[src/shared/afr_pkg.sv]
/*
 * Constants of the ADC and timed fault response block: command codes, field
 * layouts, status bit positions, reset values and the channel state type.
 * Assumes the host command decoder delivers decoded byte reads and writes.
 */
package afr_pkg;

   localparam int NUM_CHAN = 8;

   // ------------------------------------------------------------------
   // command codes
   // ------------------------------------------------------------------
   localparam logic [7:0] CMD_CLEAR_FAULTS   = 8'h03;
   localparam logic [7:0] CMD_STATUS_BYTE    = 8'h78;
   localparam logic [7:0] CMD_STATUS_WORD_HI = 8'h7A;
   localparam logic [7:0] CMD_STATUS_INPUT   = 8'h7C;
   localparam logic [7:0] CMD_STATUS_TEMP    = 8'h7D;
   localparam logic [7:0] CMD_TON_FLAGS      = 8'hD8;
   localparam logic [7:0] CMD_OT_REACT       = 8'h50;
   localparam logic [7:0] CMD_UT_REACT       = 8'h54;
   localparam logic [7:0] CMD_VIN_OV_REACT   = 8'h56;
   localparam logic [7:0] CMD_VIN_UV_REACT   = 8'h5A;
   localparam logic [7:0] CMD_TON_REACT      = 8'h63;
   localparam logic [7:0] CMD_RESTART_LIMIT  = 8'hD7;

   // ------------------------------------------------------------------
   // reaction register layout
   // ------------------------------------------------------------------
   localparam int ACT_MSB   = 7;
   localparam int ACT_LSB   = 6;
   localparam int RETRY_MSB = 5;
   localparam int RETRY_LSB = 3;
   localparam logic [2:0] DELAY_HARD = 3'h0;
   localparam logic [7:0] REACT_RST  = 8'h00;
   localparam logic [2:0] LIMIT_RST  = 3'h0;

   // ------------------------------------------------------------------
   // status bit positions
   // ------------------------------------------------------------------
   localparam int SB_HIGH_BYTE = 0;
   localparam int SB_TEMP      = 2;
   localparam int SB_VIN_UV    = 3;
   localparam int SW_INPUT     = 5;   // bit 13 of the word, bit 5 of its high byte
   localparam int SW_VOUT      = 7;   // bit 15 of the word
   localparam int SI_VIN_OV    = 7;
   localparam int SI_VIN_UV    = 4;
   localparam int ST_OT        = 7;
   localparam int ST_UT        = 4;

   typedef enum logic [2:0] {
      CH_OFF, CH_RUN, CH_SEQ_OFF, CH_RESTART, CH_LATCHED
   } afr_chan_e;

   // shutdown is any nonzero action code
   function automatic logic afr_shuts(input logic [7:0] react);
      return react[ACT_MSB:ACT_LSB] != 2'h0;
   endfunction

   function automatic logic [2:0] afr_retry(input logic [7:0] react);
      return react[RETRY_MSB:RETRY_LSB];
   endfunction

endpackage

[src/shared/afr_chan_if.sv]
/*
 * Carrier between the fault response core and one channel controller.
 * Assumes one instance per channel, all on the block clock.
 */
`timescale 1ns/1ps
interface afr_chan_if;
   logic       fault_shut;
   logic [2:0] retry_field;
   logic       seq_style;
   logic       toff_done;
   logic       on_cmd;
   logic       release_latch;
   logic       bias_ok;
   logic [2:0] retry_limit;
   logic       chan_en;
   logic       latched;

   modport core (output fault_shut, retry_field, seq_style, toff_done, on_cmd,
                 release_latch, bias_ok, retry_limit,
                 input chan_en, latched);
   modport chan (input fault_shut, retry_field, seq_style, toff_done, on_cmd,
                 release_latch, bias_ok, retry_limit,
                 output chan_en, latched);
endinterface

[src/hw/afr_chan_ctl.sv]
/*
 * One channel's shutdown, retry and latch state machine.
 * Assumes the turn-off sequencer returns a done pulse after the off delay.
 */
`timescale 1ns/1ps
module afr_chan_ctl (
   input  wire logic mclk,
   input  wire logic srst,
   afr_chan_if.chan  cif
);
   afr_pkg::afr_chan_e state_r, state_nxt;
   logic [2:0]         retry_r, retry_nxt;
   logic [2:0]         cnt_r, cnt_nxt;
   logic               stop_r, stop_nxt;
   logic               en_r, lat_r;

   // retry field and stop condition as seen at the moment of deciding
   wire logic [2:0] dec_retry = (state_r == afr_pkg::CH_RUN) ? cif.retry_field : retry_r;
   wire logic       dec_stop  = (state_r == afr_pkg::CH_SEQ_OFF) && (stop_r || cif.fault_shut);
   wire logic       give_up   = (dec_retry == 3'h0) || dec_stop
                                || (cnt_r == cif.retry_limit);
   wire afr_pkg::afr_chan_e decide = give_up ? afr_pkg::CH_LATCHED : afr_pkg::CH_RESTART;

   always_comb begin
      state_nxt = state_r;
      retry_nxt = retry_r;
      cnt_nxt   = cnt_r;
      stop_nxt  = stop_r;
      if (!cif.bias_ok) begin
         // bias loss ends everything, including a latched fault
         state_nxt = afr_pkg::CH_OFF;
         cnt_nxt   = 3'h0;
      end else begin
         unique case (state_r)
            afr_pkg::CH_OFF: begin
               if (cif.on_cmd) state_nxt = afr_pkg::CH_RUN;
            end
            afr_pkg::CH_RUN: begin
               if (cif.fault_shut) begin
                  retry_nxt = cif.retry_field;
                  stop_nxt  = 1'b0;
                  state_nxt = cif.seq_style ? afr_pkg::CH_SEQ_OFF : decide;
               end else if (!cif.on_cmd) begin
                  state_nxt = afr_pkg::CH_OFF;
                  cnt_nxt   = 3'h0;
               end
            end
            afr_pkg::CH_SEQ_OFF: begin
               if (cif.fault_shut) stop_nxt = 1'b1;
               if (cif.toff_done) state_nxt = decide;
            end
            afr_pkg::CH_RESTART: begin
               cnt_nxt = cnt_r + 3'h1;
               // another fault or an off command ends the retry run
               if (cif.fault_shut) state_nxt = afr_pkg::CH_LATCHED;
               else if (cif.on_cmd) state_nxt = afr_pkg::CH_RUN;
               else state_nxt = afr_pkg::CH_OFF;
            end
            afr_pkg::CH_LATCHED: begin
               if (cif.release_latch) begin
                  state_nxt = afr_pkg::CH_OFF;
                  cnt_nxt   = 3'h0;
               end
            end
            default: state_nxt = afr_pkg::CH_OFF;
         endcase
      end
   end

   always_ff @(posedge mclk) begin
      if (srst) begin
         state_r <= afr_pkg::CH_OFF;
         retry_r <= 3'h0;
         cnt_r   <= 3'h0;
         stop_r  <= 1'b0;
         en_r    <= 1'b0;
         lat_r   <= 1'b0;
      end else begin
         state_r <= state_nxt;
         retry_r <= retry_nxt;
         cnt_r   <= cnt_nxt;
         stop_r  <= stop_nxt;
         en_r    <= (state_nxt == afr_pkg::CH_RUN) || (state_nxt == afr_pkg::CH_SEQ_OFF);
         lat_r   <= (state_nxt == afr_pkg::CH_LATCHED);
      end
   end

   assign cif.chan_en = en_r;
   assign cif.latched = lat_r;
endmodule

[src/hw/afr_fault_resp.sv]
/*
 * ADC-measured and start-up timeout fault response: reaction registers,
 * status flags, host alert and eight channel controllers.
 * Assumes conversion strobes and limit compares come from the ADC monitor,
 * command writes and reads come decoded from the PMBus front end, and all
 * inputs are synchronous to mclk.
 */
`timescale 1ns/1ps
module afr_fault_resp (
   input  wire logic       mclk,
   input  wire logic       srst,
   input  wire logic       cmd_wr,
   input  wire logic       cmd_rd,
   input  wire logic [7:0] cmd_code,
   input  wire logic [7:0] cmd_wdata,
   input  wire logic       temp_conv_done,
   input  wire logic       temp_over_limit,
   input  wire logic       temp_under_limit,
   input  wire logic       vin_conv_done,
   input  wire logic       vin_over_limit,
   input  wire logic       vin_under_limit,
   input  wire logic [7:0] ton_max_expired,
   input  wire logic [7:0] channel_control_pin,
   input  wire logic [7:0] operation_on,
   input  wire logic [7:0] operation_wr,
   input  wire logic [7:0] on_off_config_wr,
   input  wire logic [7:0] shutdown_style,
   input  wire logic [7:0] toff_done,
   input  wire logic       bias_ok,
   output logic      [7:0] rd_data,
   output logic            rd_valid,
   output logic      [7:0] chan_enable,
   output logic      [7:0] chan_latched,
   output logic            host_alert_n
);

   // ------------------------------------------------------------------
   // reaction registers
   // ------------------------------------------------------------------
   logic [7:3] ot_react_r;
   logic [7:3] ut_react_r;
   logic [7:3] vin_ov_react_r;
   logic [7:3] vin_uv_react_r;
   logic [7:3] ton_react_r;
   logic [2:0] limit_r;

   // delay bits are not stored at all, so they can only read as zero
   wire logic [7:0] ot_react     = {ot_react_r,     afr_pkg::DELAY_HARD};
   wire logic [7:0] ut_react     = {ut_react_r,     afr_pkg::DELAY_HARD};
   wire logic [7:0] vin_ov_react = {vin_ov_react_r, afr_pkg::DELAY_HARD};
   wire logic [7:0] vin_uv_react = {vin_uv_react_r, afr_pkg::DELAY_HARD};
   wire logic [7:0] ton_react    = {ton_react_r,    afr_pkg::DELAY_HARD};

   wire logic wr_ot     = cmd_wr && (cmd_code == afr_pkg::CMD_OT_REACT);
   wire logic wr_ut     = cmd_wr && (cmd_code == afr_pkg::CMD_UT_REACT);
   wire logic wr_vin_ov = cmd_wr && (cmd_code == afr_pkg::CMD_VIN_OV_REACT);
   wire logic wr_vin_uv = cmd_wr && (cmd_code == afr_pkg::CMD_VIN_UV_REACT);
   wire logic wr_ton    = cmd_wr && (cmd_code == afr_pkg::CMD_TON_REACT);
   wire logic wr_limit  = cmd_wr && (cmd_code == afr_pkg::CMD_RESTART_LIMIT);
   wire logic clr_flt   = cmd_wr && (cmd_code == afr_pkg::CMD_CLEAR_FAULTS);

   always_ff @(posedge mclk) begin
      if (srst) begin
         ot_react_r     <= afr_pkg::REACT_RST[7:3];
         ut_react_r     <= afr_pkg::REACT_RST[7:3];
         vin_ov_react_r <= afr_pkg::REACT_RST[7:3];
         vin_uv_react_r <= afr_pkg::REACT_RST[7:3];
         ton_react_r    <= afr_pkg::REACT_RST[7:3];
         limit_r        <= afr_pkg::LIMIT_RST;
      end else begin
         if (wr_ot)     ot_react_r     <= cmd_wdata[7:3];
         if (wr_ut)     ut_react_r     <= cmd_wdata[7:3];
         if (wr_vin_ov) vin_ov_react_r <= cmd_wdata[7:3];
         if (wr_vin_uv) vin_uv_react_r <= cmd_wdata[7:3];
         if (wr_ton)    ton_react_r    <= cmd_wdata[7:3];
         if (wr_limit)  limit_r        <= cmd_wdata[2:0];
      end
   end

   // ------------------------------------------------------------------
   // fault detection
   // ------------------------------------------------------------------
   // limits are looked at only on the strobe of a finished conversion, so a
   // stale compare between results never raises a second event
   wire logic evt_ot     = temp_conv_done && temp_over_limit;
   wire logic evt_ut     = temp_conv_done && temp_under_limit;
   wire logic evt_vin_ov = vin_conv_done && vin_over_limit;
   wire logic evt_vin_uv = vin_conv_done && vin_under_limit;
   wire logic evt_ton    = |ton_max_expired;

   wire logic shut_ot     = evt_ot     && afr_pkg::afr_shuts(ot_react);
   wire logic shut_ut     = evt_ut     && afr_pkg::afr_shuts(ut_react);
   wire logic shut_vin_ov = evt_vin_ov && afr_pkg::afr_shuts(vin_ov_react);
   wire logic shut_vin_uv = evt_vin_uv && afr_pkg::afr_shuts(vin_uv_react);
   wire logic adc_shut    = shut_ot || shut_ut || shut_vin_ov || shut_vin_uv;
   wire logic ton_shuts   = afr_pkg::afr_shuts(ton_react);

   // adc_retry takes the retry policy of the first shutting fault in this order;
   // with several at once the channel gets a zero retry field instead and latches
   wire logic [2:0] adc_retry =
      shut_ot     ? afr_pkg::afr_retry(ot_react)     :
      shut_ut     ? afr_pkg::afr_retry(ut_react)     :
      shut_vin_ov ? afr_pkg::afr_retry(vin_ov_react) :
                    afr_pkg::afr_retry(vin_uv_react);
   wire logic multi_adc = (32'(shut_ot) + 32'(shut_ut) + 32'(shut_vin_ov)
                           + 32'(shut_vin_uv)) > 32'd1;

   // ------------------------------------------------------------------
   // status flags
   // ------------------------------------------------------------------
   logic       st_temp_r;
   logic       st_vin_uv_r;
   logic       st_input_r;
   logic       st_vout_r;
   logic       st_high_r;
   logic       si_vin_ov_r;
   logic       si_vin_uv_r;
   logic       stt_ot_r;
   logic       stt_ut_r;
   logic [7:0] ton_flag_r;

   // set wins over a clear-faults landing in the same cycle
   function automatic logic flag_nxt(input logic cur, input logic set, input logic clr);
      return set || (cur && !clr);
   endfunction

   wire logic any_input = evt_vin_ov || evt_vin_uv;

   // one short block per flag keeps each set and clear path easy to follow
   always_ff @(posedge mclk) begin
      if (srst) begin
         st_temp_r <= 1'b0;
      end else begin
         st_temp_r <= flag_nxt(st_temp_r, evt_ot || evt_ut, clr_flt);
      end
   end

   always_ff @(posedge mclk) begin
      if (srst) begin
         st_vin_uv_r <= 1'b0;
      end else begin
         st_vin_uv_r <= flag_nxt(st_vin_uv_r, evt_vin_uv, clr_flt);
      end
   end

   always_ff @(posedge mclk) begin
      if (srst) begin
         st_input_r <= 1'b0;
      end else begin
         st_input_r <= flag_nxt(st_input_r, any_input, clr_flt);
      end
   end

   always_ff @(posedge mclk) begin
      if (srst) begin
         si_vin_ov_r <= 1'b0;
      end else begin
         si_vin_ov_r <= flag_nxt(si_vin_ov_r, evt_vin_ov, clr_flt);
      end
   end

   always_ff @(posedge mclk) begin
      if (srst) begin
         si_vin_uv_r <= 1'b0;
      end else begin
         si_vin_uv_r <= flag_nxt(si_vin_uv_r, evt_vin_uv, clr_flt);
      end
   end

   always_ff @(posedge mclk) begin
      if (srst) begin
         stt_ot_r <= 1'b0;
      end else begin
         stt_ot_r <= flag_nxt(stt_ot_r, evt_ot, clr_flt);
      end
   end

   always_ff @(posedge mclk) begin
      if (srst) begin
         stt_ut_r <= 1'b0;
      end else begin
         stt_ut_r <= flag_nxt(stt_ut_r, evt_ut, clr_flt);
      end
   end

   always_ff @(posedge mclk) begin
      if (srst) begin
         st_vout_r <= 1'b0;
      end else begin
         st_vout_r <= flag_nxt(st_vout_r, evt_ton, clr_flt);
      end
   end

   // vin over voltage has no own summary bit, so it shows in high byte
   always_ff @(posedge mclk) begin
      if (srst) begin
         st_high_r <= 1'b0;
      end else begin
         st_high_r <= flag_nxt(st_high_r, evt_ton || evt_vin_ov, clr_flt);
      end
   end

   always_ff @(posedge mclk) begin
      if (srst) begin
         ton_flag_r <= 8'h00;
      end else begin
         ton_flag_r <= ton_max_expired | (clr_flt ? 8'h00 : ton_flag_r);
      end
   end

   // ------------------------------------------------------------------
   // host alert
   // ------------------------------------------------------------------
   wire logic alert_set = evt_ot || evt_ut || any_input || evt_ton;
   // kept inverted so the pin comes straight from a flop
   logic alert_n_r;

   always_ff @(posedge mclk) begin
      if (srst) begin
         alert_n_r <= 1'b1;
      end else begin
         alert_n_r <= !flag_nxt(!alert_n_r, alert_set, clr_flt);
      end
   end

   // ------------------------------------------------------------------
   // register reads
   // ------------------------------------------------------------------
   logic [7:0] sb_val, swh_val, si_val, stt_val, rd_nxt;

   always_comb begin
      sb_val  = 8'h00;
      swh_val = 8'h00;
      si_val  = 8'h00;
      stt_val = 8'h00;
      sb_val[afr_pkg::SB_HIGH_BYTE] = st_high_r;
      sb_val[afr_pkg::SB_TEMP]      = st_temp_r;
      sb_val[afr_pkg::SB_VIN_UV]    = st_vin_uv_r;
      swh_val[afr_pkg::SW_INPUT]    = st_input_r;
      swh_val[afr_pkg::SW_VOUT]     = st_vout_r;
      si_val[afr_pkg::SI_VIN_OV]    = si_vin_ov_r;
      si_val[afr_pkg::SI_VIN_UV]    = si_vin_uv_r;
      stt_val[afr_pkg::ST_OT]       = stt_ot_r;
      stt_val[afr_pkg::ST_UT]       = stt_ut_r;
      unique case (cmd_code)
         afr_pkg::CMD_STATUS_BYTE:    rd_nxt = sb_val;
         afr_pkg::CMD_STATUS_WORD_HI: rd_nxt = swh_val;
         afr_pkg::CMD_STATUS_INPUT:   rd_nxt = si_val;
         afr_pkg::CMD_STATUS_TEMP:    rd_nxt = stt_val;
         afr_pkg::CMD_TON_FLAGS:      rd_nxt = ton_flag_r;
         afr_pkg::CMD_OT_REACT:       rd_nxt = ot_react;
         afr_pkg::CMD_UT_REACT:       rd_nxt = ut_react;
         afr_pkg::CMD_VIN_OV_REACT:   rd_nxt = vin_ov_react;
         afr_pkg::CMD_VIN_UV_REACT:   rd_nxt = vin_uv_react;
         afr_pkg::CMD_TON_REACT:      rd_nxt = ton_react;
         afr_pkg::CMD_RESTART_LIMIT:  rd_nxt = {5'h00, limit_r};
         default:                     rd_nxt = 8'h00;
      endcase
   end

   always_ff @(posedge mclk) begin
      if (srst) begin
         rd_data  <= 8'h00;
         rd_valid <= 1'b0;
      end else begin
         rd_valid <= cmd_rd;
         if (cmd_rd) rd_data <= rd_nxt;
      end
   end

   // ------------------------------------------------------------------
   // channel controllers
   // ------------------------------------------------------------------
   logic [7:0] pin_prev_r;
   logic [7:0] en_w;
   logic [7:0] lat_w;

   always_ff @(posedge mclk) begin
      if (srst) begin
         // follow the pins through reset so no false toggle shows after it
         pin_prev_r <= channel_control_pin;
      end else begin
         pin_prev_r <= channel_control_pin;
      end
   end

   for (genvar i = 0; i < afr_pkg::NUM_CHAN; i++) begin : g_chan
      afr_chan_if cif ();
      wire logic ton_hit = ton_max_expired[i] && ton_shuts;
      wire logic pin_tgl = channel_control_pin[i] ^ pin_prev_r[i];

      // a start-up timeout shuts only its own channel; with an ADC fault as well it forces a zero retry field
      assign cif.fault_shut    = adc_shut || ton_hit;
      assign cif.retry_field   = (ton_hit && adc_shut) ? 3'h0 :
                                 ton_hit ? afr_pkg::afr_retry(ton_react) :
                                 (multi_adc ? 3'h0 : adc_retry);
      assign cif.seq_style     = shutdown_style[i];
      assign cif.toff_done     = toff_done[i];
      assign cif.on_cmd        = channel_control_pin[i] && operation_on[i];
      // clear-faults is deliberately not a release source
      assign cif.release_latch = pin_tgl || operation_wr[i] || on_off_config_wr[i];
      assign cif.bias_ok       = bias_ok;
      assign cif.retry_limit   = limit_r;
      assign en_w[i]           = cif.chan_en;
      assign lat_w[i]          = cif.latched;

      afr_chan_ctl u_chan (
         .mclk (mclk),
         .srst (srst),
         .cif  (cif.chan)
      );
   end

   assign chan_enable  = en_w;
   assign chan_latched = lat_w;
   assign host_alert_n = alert_n_r;
endmodule

[config.mk]
export PLATFORM = sky130hd
export DESIGN_NAME = afr_fault_resp
export DESIGN_NICKNAME = d
export VERILOG_FILES = /design/src/shared/afr_pkg.sv /design/src/shared/afr_chan_if.sv /design/src/hw/afr_chan_ctl.sv /design/src/hw/afr_fault_resp.sv
export SDC_FILE = /design/constraint.sdc
export NUM_CORES = 1
export LEC_CHECK = 0
export ABC_CLOCK_PERIOD_IN_PS = 4480
export BUFFER_PORTS_ARGS = -buffer_cell sky130_fd_sc_hd__buf_2
export CORE_MARGIN = 2
export CORE_UTILIZATION = 60
export CTS_BUF_LIST = sky130_fd_sc_hd__clkbuf_16
export DETAILED_ROUTE_END_ITERATION = 6
export PLACE_DENSITY_LB_ADDON = 0.2
export SLEW_MARGIN = 5
export SYNTH_ARGS = -nofsm -noshare
export SYNTH_HDL_FRONTEND = slang
export SYNTH_SLANG_ARGS = --single-unit
[constraint.sdc]
create_clock -name mclk -period 4.48 [get_ports mclk]
set_input_delay 0.448 -clock mclk [delete_from_list [all_inputs] [get_ports mclk]]
set_output_delay 0.448 -clock mclk [all_outputs]
set_load 0.02 [all_outputs]
==> flow_metrics.py <==
metrics = {
    "cts": {
        "clockBufferDepth": 2,
        "clock_sinks": 159,
        "cts_setup_buffers": 0,
        "ctsHoldBuffers": 0,
        "cts-buffers-inserted": 17,
        "h-tree-depth": 4,
        "cts_root_buf": "clkbuf_16",
        "cts_resized": 0,
        "clk_pin_slew_ps": 60,
        "cts_tree": "done",
        "clock_latency_ps": 440,
    },
    "synth": {
        "postSynthCellCount": 1080,
        "synth_area_leader_cell": "dfxtp_1",
        "synthTopCellsByArea": "dfxtp_1, a21oi_1, nor2_1",
        "synthArstFlopShare_pct": 0,
        "synth.most_common_cell": "dfxtp_1",
        "ys_ff_latch": 159,
        "synthesis.nets": 1173,
        "netlist-cell-type-count": 91,
        "synth-edff-count": 0,
        "synth.yosys.seq_area_share_pct": 36.66,
        "ys.flop_type": "dfxtp_1",
        "yosysTopAreaCellShare_pct": 36.66,
        "yosysWarnings": 0,
        "synth_area_mm2": 0.008682,
        "avgSynthCellArea_um2": 8.039,
        "yosys-top-cells-count": "dfxtp_1, nor2_1, a21oi_1",
    },
    "worst_setup_path": {
        "path_class": "register to register",
        "rrSetupSlack_ps": 1120,
        "reg2reg_from": "vin_uv_react_r[6]$_SDFFE_PP0P_",
        "start_kind": "register",
        "worstPathArrival_ps": 3690,
        "r2r-end": "g_chan[5].u_chan.cif.chan_en$_SDFF_PP0_",
        "rr_worst_depth": 9,
        "worst_ep_required_time_ps": 4800,
        "critical_path_peak_fanout": 18,
        "endpoint_kind": "register",
    },
    "drt": {
        "num_vias": 8419,
        "drc": 13,
        "routed_via_density": 6.278,
        "drtAntennaViolNets": 0,
        "drt_first_pass_iters": 7,
        "routedWlPerCell_um": 17.23,
        "drtIter0Drc": 921,
        "totalWireLength_um": 23110,
    },
    "finish": {
        "fin_nets": 1241,
        "n_fill_cell": 1136,
        "drive_above_1_share_pct": 16.11,
        "area_growth_pct": 13.07,
        "diodes": 0,
        "seqCellArea_mm2": 0.003183,
        "multiInputGateArea_mm2": 0.005104,
        "final_util_pct": 70.18,
    },
    "die": {
        "rows": 43,
        "die_h_um": 124.3,
        "pin_count": 109,
        "die_area_mm2": 0.01545,
        "fp.coreArea_mm2": 0.01399,
        "initial_core_util_pct": 62.07,
        "die_w_um": 124.3,
    },
    "pwr": {
        "ir_drop_mv": 0.2751,
        "power_uw": 3149,
        "powerDensity_mw_per_mm2": 320.8,
        "power.leakage_uw": 0.003572,
    },
    "min_path": {
        "hp-start": "channel_control_pin[1]",
        "hp-class": "primary input to register",
        "min_path_cells": 1,
        "min_to": "pin_prev_r[1]$_DFF_P_",
    },
    "place": {
        "place.port_buffers": 108,
        "place.gp.congestion": 0.8801,
        "dp.final_hpwl_um": 16540,
    },
    "global_route": {
        "antenna_found_initial": 2,
        "overflow": 0,
        "grt_max_degree": 59,
        "grt_pass1_wl_um": 37630,
        "grt_pass1_vias": 7631,
        "grt.total_usage_pct": 29.44,
    },
    "timing": {
        "post-route-period-util_pct": 75.10,
        "hold_viol_final": 0,
        "setup_viol": 0,
        "clock_skew_ps": 12.71,
        "rsz0062_at_grt": "no",
        "slew_headroom_pct": 29.98,
        "setup_tns_ps": 0,
        "fmax_mhz": 297.2,
        "worstMarginPinSlew_ps": 1047,
        "final.min_clock_period_ps": 3364,
        "slew_viol_final": 0,
    },
    "outcome": {
        "violations": "design-rule violations",
        "outcome": "complete, but fails checks",
    },
    "run": {
        "drv_cap": 0,
    },
}
## sequential cells by signal (all words and copies together) (netlist names), 3 cells and up
name,cells
g_chan.u_chan.cnt_r,24
g_chan.u_chan.retry_r,24
g_chan.u_chan.state_r,24
g_chan.u_chan.cif.chan_en,8
g_chan.u_chan.cif.latched,8
g_chan.u_chan.stop_r,8
pin_prev_r,8
rd_data,8
ton_flag_r,8
ot_react_r,5
ton_react_r,5
ut_react_r,5
vin_ov_react_r,5
vin_uv_react_r,5
g_chan.cif.retry_limit,3
## per-stage QoR
stage / hold slack [ps] / setup WS [ps] / area, um^2 / cells
2_1_floorplan: 435.7 / 1441 / 8682 / 1080
3_3_place_gp: 442.1 / 1247 / 9198 / 1309
3_5_place_dp: 447.7 / 1110 / 9198 / 1309
4_1_cts: 138.7 / 1167 / 9817 / 1341
5_1_grt: 144.1 / 812.7 / 9817 / 1341
6_report: 145.8 / 1116 / 9817 / 1341
## layout by cell type, fill, tap and decap left out, types with 4 or more instances in the layout
master / instances
nand2_1: 102
nand3_1: 27
xor2_1: 7
clkbuf_16: 17
a21oi_1: 118
nor4_1: 8
a222oi_1: 6
and3_1: 4
bufinv_16: 4
a21oi_2: 4
a22oi_1: 16
buf_4: 10
and2_1: 14
a31oi_1: 25
o22ai_1: 7
o21ai_0: 49
nand2b_1: 19
dfxtp_1: 159
nor2_1: 151
nand4b_1: 7
inv_1: 21
or3_1: 11
nor2b_1: 14
nor3b_1: 13
a211oi_1: 20
xnor2_1: 25
mux2i_1: 18
nor3_1: 24
nand4_1: 15
a21o_1: 8
a32oi_1: 15
nand3b_1: 7
o21a_1: 6
ha_1: 9
buf_2: 107
## layer usage
layer	GRT usage (%)	wire [um]	vias to the layer above
li1	-	-	4095
met1	40.13	10220	3918
met2	46.06	10550	357
met3	6.186	1839	47
met4	10.97	490	2
met5	0	13	-
## area by class of cell
| type | count | share of cell area, % |
|---|---|---|
| Clock buffer | 17 | 4.333 |
| Timing Repair Buffer | 117 | 6.220 |
| Multi-Input combinational cell | 833 | 51.99 |
| Inverter | 20 | 0.7647 |
| Sequential cell | 159 | 32.42 |
| Tap cell | 180 | 2.294 |
| Clock inverter | 15 | 1.976 |
## power breakdown
part / internal, uW / leakage [uW] / switching [uW]
clock: 930 / 0.000305 / 596
combinational: 63.7 / 0.00198 / 113
sequential: 1430 / 0.00129 / 12.4
## worst max path at each step
stage | startpoint | end
CTS | vin_uv_react_r[6]$_SDFFE_PP0P_ | g_chan[5].u_chan.cif.chan_en$_SDFF_PP0_
detailed placement | vin_conv_done | g_chan[5].u_chan.cif.chan_en$_SDFF_PP0_
global placement | vin_conv_done | g_chan[5].u_chan.cif.chan_en$_SDFF_PP0_
global route | vin_uv_react_r[6]$_SDFFE_PP0P_ | g_chan[5].u_chan.cif.chan_en$_SDFF_PP0_
finish | vin_uv_react_r[6]$_SDFFE_PP0P_ | g_chan[5].u_chan.cif.chan_en$_SDFF_PP0_
floorplan | vin_conv_done | g_chan[6].u_chan.cif.chan_en$_SDFF_PP0_
## worst max-delay path: stages, from the launching register on
cell       delay [ps]
dfxtp_1           330
o211ai_2          670
inv_1             140
fa_1              480
a21o_1            240
a2111oi_4         530
a21oi_2           140
a31oi_2           250
a21oi_2           110
a2111oi_2         360
## logic make-up (layout without fill, tap and decap cells)
| kind of cell | count (synthesis) | in the layout | synth area share, % |
|---|---|---|---|
| xor+xnor | 32 | 32 | 3.228 |
| mux | 19 | 19 | 2.234 |
| flops | 159 | 159 | 36.66 |
| simple gates | 438 | 438 | 24.96 |
| fa+ha+maj | 10 | 10 | 1.528 |
| compound gates | 334 | 334 | 26.76 |
| buf+inv | 88 | 169 | 4.626 |
Power figures use the tool's default switching activity.
